===== config.mk =====
export PLATFORM = sky130hd
export DESIGN_NAME = table_lookup_convert_unit
export DESIGN_NICKNAME = d
export VERILOG_FILES = /design/src/convert_pkg.sv /design/src/char_rotator.sv /design/src/convert_unit.sv /design/src/reset_sync.sv
export SDC_FILE = /design/constraint.sdc
export NUM_CORES = 1
export LEC_CHECK = 0
export ABC_AREA = 1
export BUFFER_PORTS_ARGS = -buffer_cell sky130_fd_sc_hd__buf_2
export CAP_MARGIN = 30
export CORE_MARGIN = 1
export CORE_UTILIZATION = 49
export CTS_CLUSTER_SIZE = 30
export DETAILED_ROUTE_END_ITERATION = 10
export GPL_ROUTABILITY_DRIVEN = 0
export PLACE_DENSITY = 0.82
export REMOVE_ABC_BUFFERS = 1
export SLEW_MARGIN = 5
export SYNTH_ARGS = -nofsm -noshare
export SYNTH_HDL_FRONTEND = slang
export SYNTH_SLANG_ARGS = --single-unit

===== constraint.sdc =====
create_clock -name i_clk -period 5.2 [get_ports i_clk]
set_input_delay 0.26 -clock i_clk [delete_from_list [all_inputs] [get_ports i_clk]]
set_output_delay 0.26 -clock i_clk [all_outputs]
set_load 0.1 [all_outputs]

===== src/convert_pkg.sv =====
// shared constants and types for the table lookup convert unit
package convert_pkg;
  localparam int WORD_W = 36;
  localparam int ADDR_W = 15;
  localparam int CHAR_W = 6;
  localparam int COUNT_W = 8;
  localparam int NUM_CHARS = 6;
  // address part occupies bits 21..35 (msb-first numbering) = low 15 bits
  localparam int ADDR_LSB = 0;
  // S,1-5 field = top six bits
  localparam int CHAR_HI_LSB = WORD_W - CHAR_W;
  localparam logic [ADDR_W-1:0] ADDR_ZERO = 15'h0000;
  localparam logic [WORD_W-1:0] WORD_ZERO = 36'h0_0000_0000;
  localparam logic [COUNT_W-1:0] COUNT_ZERO = 8'h00;
  localparam logic [COUNT_W-1:0] COUNT_ONE = 8'h01;
  localparam logic [1:0] TAG_XR1 = 2'h1;
  localparam logic [1:0] OP_MQ_REPLACE = 2'h0;
  localparam logic [1:0] OP_ACC_REPLACE = 2'h1;
  localparam logic [1:0] OP_ACC_ADD = 2'h2;
  typedef enum logic [1:0] {
    mq_replace_convert,
    acc_replace_convert,
    acc_add_lookup_convert,
    op_none
  } convert_op_t;
  typedef enum {
    st_idle,
    st_fetch,
    st_wait,
    st_apply,
    st_done
  } convert_state_t;
endpackage : convert_pkg


===== src/char_rotator.sv =====
// six-bit character extraction and word rotation
module char_rotator
  import convert_pkg::*;
(
  input wire logic [WORD_W-1:0] i_word,
  input wire logic i_scan_right,
  input wire logic [CHAR_W-1:0] i_new_char,
  output logic [CHAR_W-1:0] o_char,
  output logic [WORD_W-1:0] o_rotated
);
  // left scan takes the high character and rotates left, the replacement
  // landing at the low end; right scan is the mirror image
  always_comb begin
    if (i_scan_right) begin
      o_char = i_word[CHAR_W-1:0];
      o_rotated = {i_new_char, i_word[WORD_W-1:CHAR_W]};
    end else begin
      o_char = i_word[WORD_W-1:CHAR_HI_LSB];
      o_rotated = {i_word[CHAR_HI_LSB-1:0], i_new_char};
    end
  end
endmodule : char_rotator


===== src/convert_unit.sv =====
// table lookup convert unit: sequencer and datapath for three convert operations
//
// Overview of operation
// - mq replace first fetch base plus high char
// - fetched S,1-5 replaces scanned character
// - later addresses use previous address part
// - count decrements per character, ends at zero
// - tag one loads index register 1
// - accumulator replace scans low end first
// - next char added to previous address part
// - accumulator char overwritten with fetched field
// - tag one copies last address to xr1
// - add lookup sums fetched words into accumulator
// - add lookup scans mq high char first
// - operand treated as six six-bit characters
module table_lookup_convert_unit
  import convert_pkg::*;
(
  input wire logic i_clk,
  input wire logic i_arst_n,
  input wire logic i_start,
  input wire logic [1:0] i_op,
  input wire logic [ADDR_W-1:0] i_base_addr,
  input wire logic [1:0] i_tag,
  input wire logic [COUNT_W-1:0] i_count,
  input wire logic [WORD_W-1:0] i_mq_load,
  input wire logic i_mq_load_en,
  input wire logic [WORD_W-1:0] i_acc_load,
  input wire logic i_acc_load_en,
  input wire logic i_mem_ready,
  input wire logic [WORD_W-1:0] i_mem_rdata,
  output logic o_mem_req,
  output logic [ADDR_W-1:0] o_mem_addr,
  output logic o_busy,
  output logic o_done,
  output logic [WORD_W-1:0] o_multiplier_quotient_reg,
  output logic [WORD_W-1:0] o_accumulator,
  output logic [WORD_W-1:0] o_fetched_word_reg,
  output logic [ADDR_W-1:0] o_index_reg1,
  output logic o_index_reg1_load,
  output logic [COUNT_W-1:0] o_count
);
  ////////////////////////////////////////////////////////////////////////
  logic rst_n;

  reset_sync u_reset_sync (
    .i_clk(i_clk),
    .i_arst_n(i_arst_n),
    .o_rst_n(rst_n)
  );

  ////////////////////////////////////////////////////////////////////////
  convert_state_t state_r, state_nxt;
  convert_op_t op_r, op_nxt;
  logic [ADDR_W-1:0] addr_r, addr_nxt;
  logic [ADDR_W-1:0] chain_r, chain_nxt;
  logic [COUNT_W-1:0] count_r, count_nxt;
  logic [1:0] tag_r, tag_nxt;
  logic [WORD_W-1:0] mq_r, mq_nxt;
  logic [WORD_W-1:0] acc_r, acc_nxt;
  logic [WORD_W-1:0] sr_r, sr_nxt;
  logic [ADDR_W-1:0] xr1_r, xr1_nxt;
  logic xr1_load_r, xr1_load_nxt;
  logic done_r, done_nxt;
  logic req_r, req_nxt;

  function automatic convert_op_t decode_op(input logic [1:0] code);
    case (code)
      OP_MQ_REPLACE: decode_op = mq_replace_convert;
      OP_ACC_REPLACE: decode_op = acc_replace_convert;
      OP_ACC_ADD: decode_op = acc_add_lookup_convert;
      default: decode_op = op_none;
    endcase
  endfunction : decode_op

  function automatic logic [ADDR_W-1:0] char_addr(input logic [ADDR_W-1:0] base,
                                                  input logic [CHAR_W-1:0] ch);
    char_addr = base + {{(ADDR_W-CHAR_W){1'b0}}, ch};
  endfunction : char_addr

  ////////////////////////////////////////////////////////////////////////
  // the operand in use is the accumulator only for accumulator replace
  logic scan_right;
  logic [WORD_W-1:0] operand;
  logic [CHAR_W-1:0] cur_char;
  logic [WORD_W-1:0] rotated;
  logic [CHAR_W-1:0] new_char;

  always_comb begin
    scan_right = (op_r == acc_replace_convert);
    operand = scan_right ? acc_r : mq_r;
  end

  // add lookup consumes its character but keeps it, so mq returns intact
  // after six rotations; kept apart so the character path never loops back
  always_comb begin
    if (op_r == acc_add_lookup_convert) begin
      new_char = cur_char;
    end else begin
      new_char = i_mem_rdata[WORD_W-1:CHAR_HI_LSB];
    end
  end

  char_rotator u_char_rotator (
    .i_word(operand),
    .i_scan_right(scan_right),
    .i_new_char(new_char),
    .o_char(cur_char),
    .o_rotated(rotated)
  );

  ////////////////////////////////////////////////////////////////////////
  always_comb begin
    state_nxt = state_r;
    op_nxt = op_r;
    addr_nxt = addr_r;
    chain_nxt = chain_r;
    count_nxt = count_r;
    tag_nxt = tag_r;
    mq_nxt = mq_r;
    acc_nxt = acc_r;
    sr_nxt = sr_r;
    xr1_nxt = xr1_r;
    xr1_load_nxt = 1'b0;
    done_nxt = 1'b0;
    req_nxt = 1'b0;
    case (state_r)
      st_idle: begin
        if (i_mq_load_en) begin
          mq_nxt = i_mq_load;
        end
        if (i_acc_load_en) begin
          acc_nxt = i_acc_load;
        end
        if (i_start) begin
          op_nxt = decode_op(i_op);
          chain_nxt = i_base_addr;
          count_nxt = i_count;
          tag_nxt = i_tag;
          if (decode_op(i_op) == op_none) begin
            done_nxt = 1'b1;
          end else if (i_count == COUNT_ZERO) begin
            state_nxt = st_done;
          end else begin
            state_nxt = st_fetch;
          end
        end
      end
      st_fetch: begin
        // first cycle uses the base, later ones the chained address part
        addr_nxt = char_addr(chain_r, cur_char);
        req_nxt = 1'b1;
        state_nxt = st_wait;
      end
      st_wait: begin
        req_nxt = 1'b1;
        if (i_mem_ready) begin
          req_nxt = 1'b0;
          sr_nxt = i_mem_rdata;
          chain_nxt = i_mem_rdata[ADDR_LSB +: ADDR_W];
          if (scan_right) begin
            acc_nxt = rotated;
          end else begin
            mq_nxt = rotated;
          end
          if (op_r == acc_add_lookup_convert) begin
            // low address parts also sum here; tables must avoid carry-out
            acc_nxt = acc_r + i_mem_rdata;
          end
          count_nxt = count_r - COUNT_ONE;
          state_nxt = st_apply;
        end
      end
      st_apply: begin
        if (count_r == COUNT_ZERO) begin
          state_nxt = st_done;
        end else begin
          state_nxt = st_fetch;
        end
      end
      st_done: begin
        if (tag_r == TAG_XR1) begin
          xr1_nxt = sr_r[ADDR_LSB +: ADDR_W];
          xr1_load_nxt = 1'b1;
        end
        done_nxt = 1'b1;
        state_nxt = st_idle;
      end
      default: begin
        state_nxt = st_idle;
      end
    endcase
  end

  always_ff @(posedge i_clk or negedge rst_n) begin
    if (!rst_n) begin
      state_r <= st_idle;
      op_r <= op_none;
      addr_r <= ADDR_ZERO;
      chain_r <= ADDR_ZERO;
      count_r <= COUNT_ZERO;
      tag_r <= 2'h0;
      mq_r <= WORD_ZERO;
      acc_r <= WORD_ZERO;
      sr_r <= WORD_ZERO;
      xr1_r <= ADDR_ZERO;
      xr1_load_r <= 1'b0;
      done_r <= 1'b0;
      req_r <= 1'b0;
    end else begin
      state_r <= state_nxt;
      op_r <= op_nxt;
      addr_r <= addr_nxt;
      chain_r <= chain_nxt;
      count_r <= count_nxt;
      tag_r <= tag_nxt;
      mq_r <= mq_nxt;
      acc_r <= acc_nxt;
      sr_r <= sr_nxt;
      xr1_r <= xr1_nxt;
      xr1_load_r <= xr1_load_nxt;
      done_r <= done_nxt;
      req_r <= req_nxt;
    end
  end

  ////////////////////////////////////////////////////////////////////////
  assign o_mem_req = req_r;
  assign o_mem_addr = addr_r;
  assign o_busy = (state_r != st_idle);
  assign o_done = done_r;
  assign o_multiplier_quotient_reg = mq_r;
  assign o_accumulator = acc_r;
  assign o_fetched_word_reg = sr_r;
  assign o_index_reg1 = xr1_r;
  assign o_index_reg1_load = xr1_load_r;
  assign o_count = count_r;
endmodule : table_lookup_convert_unit


===== src/reset_sync.sv =====
// two-flop release of the asynchronous reset
module reset_sync (
  input wire logic i_clk,
  input wire logic i_arst_n,
  output logic o_rst_n
);
  logic [1:0] sync_r;
  logic [1:0] sync_nxt;

  always_comb begin
    sync_nxt = {sync_r[0], 1'b1};
  end

  always_ff @(posedge i_clk or negedge i_arst_n) begin
    if (!i_arst_n) begin
      sync_r <= 2'h0;
    end else begin
      sync_r <= sync_nxt;
    end
  end

  assign o_rst_n = sync_r[1];
endmodule : reset_sync


==> flow_metrics.env, run 1 <==
export IMPL_cts_tree="yes"
export IMPL_hp_class="input pin to flop"
export IMPL_grt_overflow_total=0
export IMPL_fill_cells=2110
export IMPL_cp_end_kind="flop"
export IMPL_relSlewSlack=0.350
export IMPL_start_kind="flop"
export IMPL_cts_max_path_buffers=2
export IMPL_drtIter0Drc=1081
export IMPL_r2r_start="op_r[0]"
export IMPL_antenna_found_initial=2
export IMPL_hold_start="i_tag[1]"
export IMPL_period_needed_ns=3.58
export IMPL_postRouteAntennaNets=0
export IMPL_ios=291
export IMPL_whs_path_depth=2
export IMPL_io_buffers=290
export IMPL_synth_distinct_cells=43
export IMPL_critPathSlowestCell="dfstp_2"
export IMPL_path_clk_slew_ns=0.08
export IMPL_vias=12031
export IMPL_firstDrtPassIters=6
export IMPL_netlist_area_sq_um=11200
export IMPL_path_class="flop to flop"
export IMPL_die_w_um=153
export IMPL_grt_max_degree=86
export IMPL_fp_coreArea_sq_um=22600
export IMPL_area_growth_pct=19.8
export IMPL_synth_seq_cells=173
export IMPL_clock_latency_ns=0.45
export IMPL_yosys_warnings=0
export IMPL_rr_endpoint="o_mem_addr[12]"
export IMPL_tns_ns=0
export IMPL_max_freq_mhz=279
export IMPL_wl_per_cell_um=17.4
export IMPL_final_setup_skew_ns=0.0142
export IMPL_die_height_um=153
export IMPL_cp_arrival_ns=3.91
export IMPL_cts_root_buf="clkbuf_16"
export IMPL_drv_cap=0
export IMPL_cts_repair_resized=0
export IMPL_dieArea_sq_um=23500
export IMPL_grt_total_usage=0.320
export IMPL_ff_latch_area_sq_um=4340
export IMPL_cts_num_sinks=173
export IMPL_drive_above_1_share=0.201
export IMPL_fin_crit_sh=0.689
export IMPL_dp_hpwl_mm=28.3
export IMPL_routed_wl_mm=37.5
export IMPL_grt_pass1_vias=11452
export IMPL_slew_violations=0
export IMPL_rows=55
export IMPL_worst_r2r_path_depth=12
export IMPL_worstPathRequired_ns=5.53
export IMPL_htreeDepth=4
export IMPL_setup_violations=0
export IMPL_path_common_cell="o21ai_0"
export IMPL_drcViolationCount=0
export IMPL_reg2reg_setup_slack_ns=1.62
export IMPL_outcome="finished clean"
export IMPL_cpPeakStageDelay_ns=0.54
export IMPL_start_util=0.498
export IMPL_crit_fanout=51
export IMPL_tightest_slew_ns=0.972
export IMPL_wl_met2_mm=18.1
export IMPL_m1WireLength_mm=15.0
export IMPL_seq_area_frac_synth=0.386
export IMPL_critical_path_cell_chain="ha_2 -> buf_4 -> o21ai_0 -> fa_1 -> o21ai_0 -> nand2_1 -> nand2_1 -> a21oi_1 -> nor2_1 -> nand2_1 -> o21ai_0 -> o21ai_0"
export IMPL_synth_cells=1605
export IMPL_cts_made_buffers=17
export IMPL_multi_input_area_sq_um=5930
export IMPL_syn_area_per_cell_sq_um=7.00
export IMPL_vias_per_cell=5.56
export IMPL_hold_path_end="tag_r[1]"
export IMPL_rsz0062_at_grt="false"
export IMPL_top_layer="met5"
export IMPL_grt_pass1_wl_mm=58.8
export IMPL_dr_wl_met3_mm=2.89
export IMPL_nNetsFinal=2050
export IMPL_hold_viol_final=0
## layout by cell type, fill, tap and decap left out, types with 43 or more instances in the layout
master / Yosys / final
nand3_1: 80 / 80
inv_1: 173 / 173
buf_2: 23 / 291
dfrtp_1: 171 / 170
ha_1: 44 / 43
a21oi_1: 117 / 117
nor2_1: 141 / 141
o21ai_0: 104 / 104
nand2_1: 539 / 538
## worst max-delay path by stage
stage	endpoint	from	cells past startpoint
floorplan	chain_r[0]	u_reset_sync.sync_r[1]	0
global placement	o_mem_addr[14]	op_r[0]	13
detailed placement	o_mem_addr[12]	op_r[0]	12
CTS	o_mem_addr[12]	op_r[0]	12
global route	o_mem_addr[12]	op_r[0]	12
finish	o_mem_addr[12]	op_r[0]	12
## cell type report
type	count	area share
inverter	177	0.0496
antenna	1	0.000186
timing repair buffer	305	0.118
tap	285	0.0265
clock inverter	15	0.0113
multi-input combinational	1189	0.441
sequential	173	0.322
clock buffer	17	0.0316
## metrics by stage
step	instance area [sq um]	setup slack (ns)	std cells	utilization	hold slack, ns
global route	13500	1.42	2162	0.596	0.0438
finish	13500	1.62	2162	0.596	0.0386
global placement	12800	1.90	2126	0.569	0.0454
detailed placement	12800	1.69	2127	0.569	0.0463
floorplan	10900	0.0260	1539	-	-0.0356
CTS	13400	1.68	2160	0.595	0.0314
## synth_stat cells (all sizes together)
library cell	count	area [sq um]
a21boi	1	7.51
a21o	1	7.51
a21oi	118	602
a22o	1	8.76
a22oi	1	7.51
a31oi	29	181
a32o	2	20.0
buf	38	201
clkbuf	28	105
conb	1	3.75
dfrtp	171	4280
dfstp	2	52.6
fa	2	40.0
ha	44	551
inv	177	667
mux2	21	236
mux2i	9	90.1
nand2	540	2030
nand3	80	400
nand3b	1	7.51
nand4	5	31.3
nor2	142	541
nor3	6	30.0
nor3b	1	7.51
nor4	2	27.5
o211ai	29	218
o21a	6	45.0
o21ai	111	556
o21bai	5	37.5
o22ai	3	18.8
or2	9	56.3
xnor2	8	70.1
xor2	11	96.3
## kinds of logic after synthesis
kind of cell | Yosys count | share of synthesized area
buffers and inverters | 243 | 0.0867
AND/OR/NAND/NOR | 786 | 0.279
multiplexers | 30 | 0.0291
other | 1 | 0.000334
AO/OA/AOI/OAI | 307 | 0.152
XOR/XNOR | 19 | 0.0148
flip-flops | 173 | 0.386
adder cells (fa/ha/maj) | 46 | 0.0526
## routing by layer
layer,vias up,global-route usage
met1,5566,0.396
met2,641,0.552
li1,5705,-
met3,117,0.0493
met4,2,0.140
met5,-,0
## critical path, delay by kind of cell, from the launching register on
kind                     cells  cell delay, ns
adder cells (fa/ha/maj)      2            0.69
flip-flops                   1            0.54
AO/OA/AOI/OAI                5            1.04
buffers and inverters        1            0.50
AND/OR/NAND/NOR              4            0.68
## what timing repair did
action / in CTS / in global routing
hold buffers: 1 / 0
setup buffers: 0 / 0
hold endpoints to repair: 2 / 0
Power of run 1 is not shown: default switching activity piles up to over one toggle a cycle in this logic, so the estimate is an artifact.
==> run 2, diff against run 1 <==
--- a/config.mk
+++ b/config.mk
@@ -9,11 +9,11 @@
 export BUFFER_PORTS_ARGS = -buffer_cell sky130_fd_sc_hd__buf_2
 export CAP_MARGIN = 30
 export CORE_MARGIN = 1
-export CORE_UTILIZATION = 49
+export CORE_UTILIZATION = 54
 export CTS_CLUSTER_SIZE = 30
 export DETAILED_ROUTE_END_ITERATION = 10
 export GPL_ROUTABILITY_DRIVEN = 0
-export PLACE_DENSITY = 0.82
+export PLACE_DENSITY = 0.85
 export REMOVE_ABC_BUFFERS = 1
 export SLEW_MARGIN = 5
 export SYNTH_ARGS = -nofsm -noshare
==> constraint.sdc (replaced) <==
create_clock -name i_clk -period 3.3 [get_ports i_clk]
set_input_delay 0.165 -clock i_clk [delete_from_list [all_inputs] [get_ports i_clk]]
set_output_delay 0.165 -clock i_clk [all_outputs]
set_load 0.1 [all_outputs]
==> run 2 against run 1 <==
Effect of this change: non-clock buffer count increased by 32; first-iteration DRC count shrank 8.3%; via count grew 1.2%; flip-flop and latch count did not move.
==> flow_metrics.env, run 2 (synthesis gave the netlist of run 1 again) <==
export IMPL_wl_per_cell_um=17.2
export IMPL_drive_above_1_share=0.199
export IMPL_cts_num_sinks=173
export IMPL_vias=12181
export IMPL_path_class="flop to flop"
export IMPL_relSlewSlack=0.381
export IMPL_fin_crit_sh=0.911
export IMPL_mostFrequentLayoutCells="nand2_1 (538), buf_2 (290), inv_1 (172)"
export IMPL_drv_cap=0
export IMPL_period_needed_ns=3.00
export IMPL_ios=291
export IMPL_fin_hold_ws_ns=0.00360
export IMPL_slew_violations=0
export IMPL_multi_input_area_sq_um=5930
export IMPL_cp_arrival_ns=3.29
export IMPL_grt_overflow_total=0
export IMPL_io_buffers=290
export IMPL_max_freq_mhz=333
export IMPL_grt_pass1_wl_mm=59.6
export IMPL_die_w_um=146
export IMPL_hold_viol_final=0
export IMPL_postRouteAntennaNets=0
export IMPL_drtIter0Drc=991
export IMPL_fill_cells=1737
export IMPL_cts_setup_buffers=0
export IMPL_final_common_cell="nand2_1"
export IMPL_start_util=0.553
export IMPL_cts_max_path_buffers=2
export IMPL_worstPathRequired_ns=3.59
export IMPL_rsz0062_at_grt="false"
export IMPL_antenna_found_initial=1
export IMPL_die_height_um=146
export IMPL_fp_coreArea_sq_um=20300
export IMPL_cts_made_buffers=17
export IMPL_cts_root_buf="clkbuf_16"
export IMPL_vias_per_cell=5.59
export IMPL_drcViolationCount=0
export IMPL_outcome="finished clean"
export IMPL_grt_max_degree=83
export IMPL_grt_total_usage=0.354
export IMPL_firstDrtPassIters=6
export IMPL_final_setup_skew_ns=0.0118
export IMPL_rows=52
export IMPL_hp_class="input pin to flop"
export IMPL_cts_tree="yes"
export IMPL_crit_fanout=22
export IMPL_dieArea_sq_um=21400
export IMPL_grt_pass1_vias=11950
export IMPL_routed_wl_mm=37.4
export IMPL_htreeDepth=4
export IMPL_setup_violations=0
export IMPL_dp_hpwl_mm=27.6
export IMPL_start_kind="flop"
export IMPL_ff_latch_area_sq_um=4340
export IMPL_clock_latency_ns=0.43
export IMPL_path_clk_slew_ns=0.07
export IMPL_tightest_slew_ns=0.929
export IMPL_area_growth_pct=23.2
export IMPL_nNetsFinal=2082
export IMPL_cp_end_kind="flop"
## run 2: area by class of cell
cell class,count,area share
Tap cell,270,0.0244
Sequential cell,173,0.313
Inverter,177,0.0482
Timing Repair Buffer,337,0.139
Multi-Input combinational cell,1189,0.429
Clock inverter,11,0.0132
Clock buffer,20,0.0323
Antenna cell,1,0.000181
## run 2: metal layers
metal	track usage	vias to the layer above	share of wire
li1	-	5764	-
met1	0.423	5591	0.38
met2	0.604	692	0.48
met3	0.0641	134	0.091
met4	0.193	0	0.051
met5	0	-	0
## run 2: final timing paths
kind / slack, ns / from / cells after the start / to
max: 0.30 / op_r[1] / 17 / o_mem_addr[11]
min: 0.004 / i_mq_load[26] / 3 / o_multiplier_quotient_reg[26]
max reg2reg: 0.30 / op_r[1] / 17 / o_mem_addr[11]
min reg2reg: 0.35 / u_reset_sync.sync_r[0] / 0 / u_reset_sync.sync_r[1]
max in group asynchronous: 2.01 / u_reset_sync.sync_r[1] / 1 / o_accumulator[19]
min in group asynchronous: 0.07 / i_arst_n / 2 / u_reset_sync.sync_r[1]
## run 2: worst max-delay path: stages (launching register included)
cell	delay, ns
dfstp_2	0.54
inv_1	0.06
ha_2	0.25
inv_2	0.12
buf_12	0.20
nand2_1	0.07
o21ai_0	0.13
inv_1	0.09
ha_1	0.37
a21oi_1	0.09
o21a_1	0.18
nand2_1	0.06
nand2_1	0.07
nor2_1	0.18
nand2_1	0.10
nor2_1	0.14
xor2_1	0.14
o21ai_0	0.08
## run 2: repair_timing
item / 4_1_cts / 5_1_grt
endpoints found under the hold margin: 31 / 0
endpoints found under the setup margin: 0 / 6
hold buffers: 30 / 0
gates resized for setup: 0 / 7
## run 2: per-stage QoR
step                      std cells  TNS [ns]  setup WS [ns]  instance area (sq um)  utilization
after global routing           2177         0         0.0583                  13800        0.681
after global placement         2116         0          0.252                  12900        0.635
final                          2178         0          0.295                  13800        0.682
after detailed placement       2116         0          0.139                  12900        0.635
after floorplan                1539   -495.36          -1.87                  10900            -
after CTS                      2177         0         0.0997                  13800        0.681
Power of run 2 is left out for the same reason.
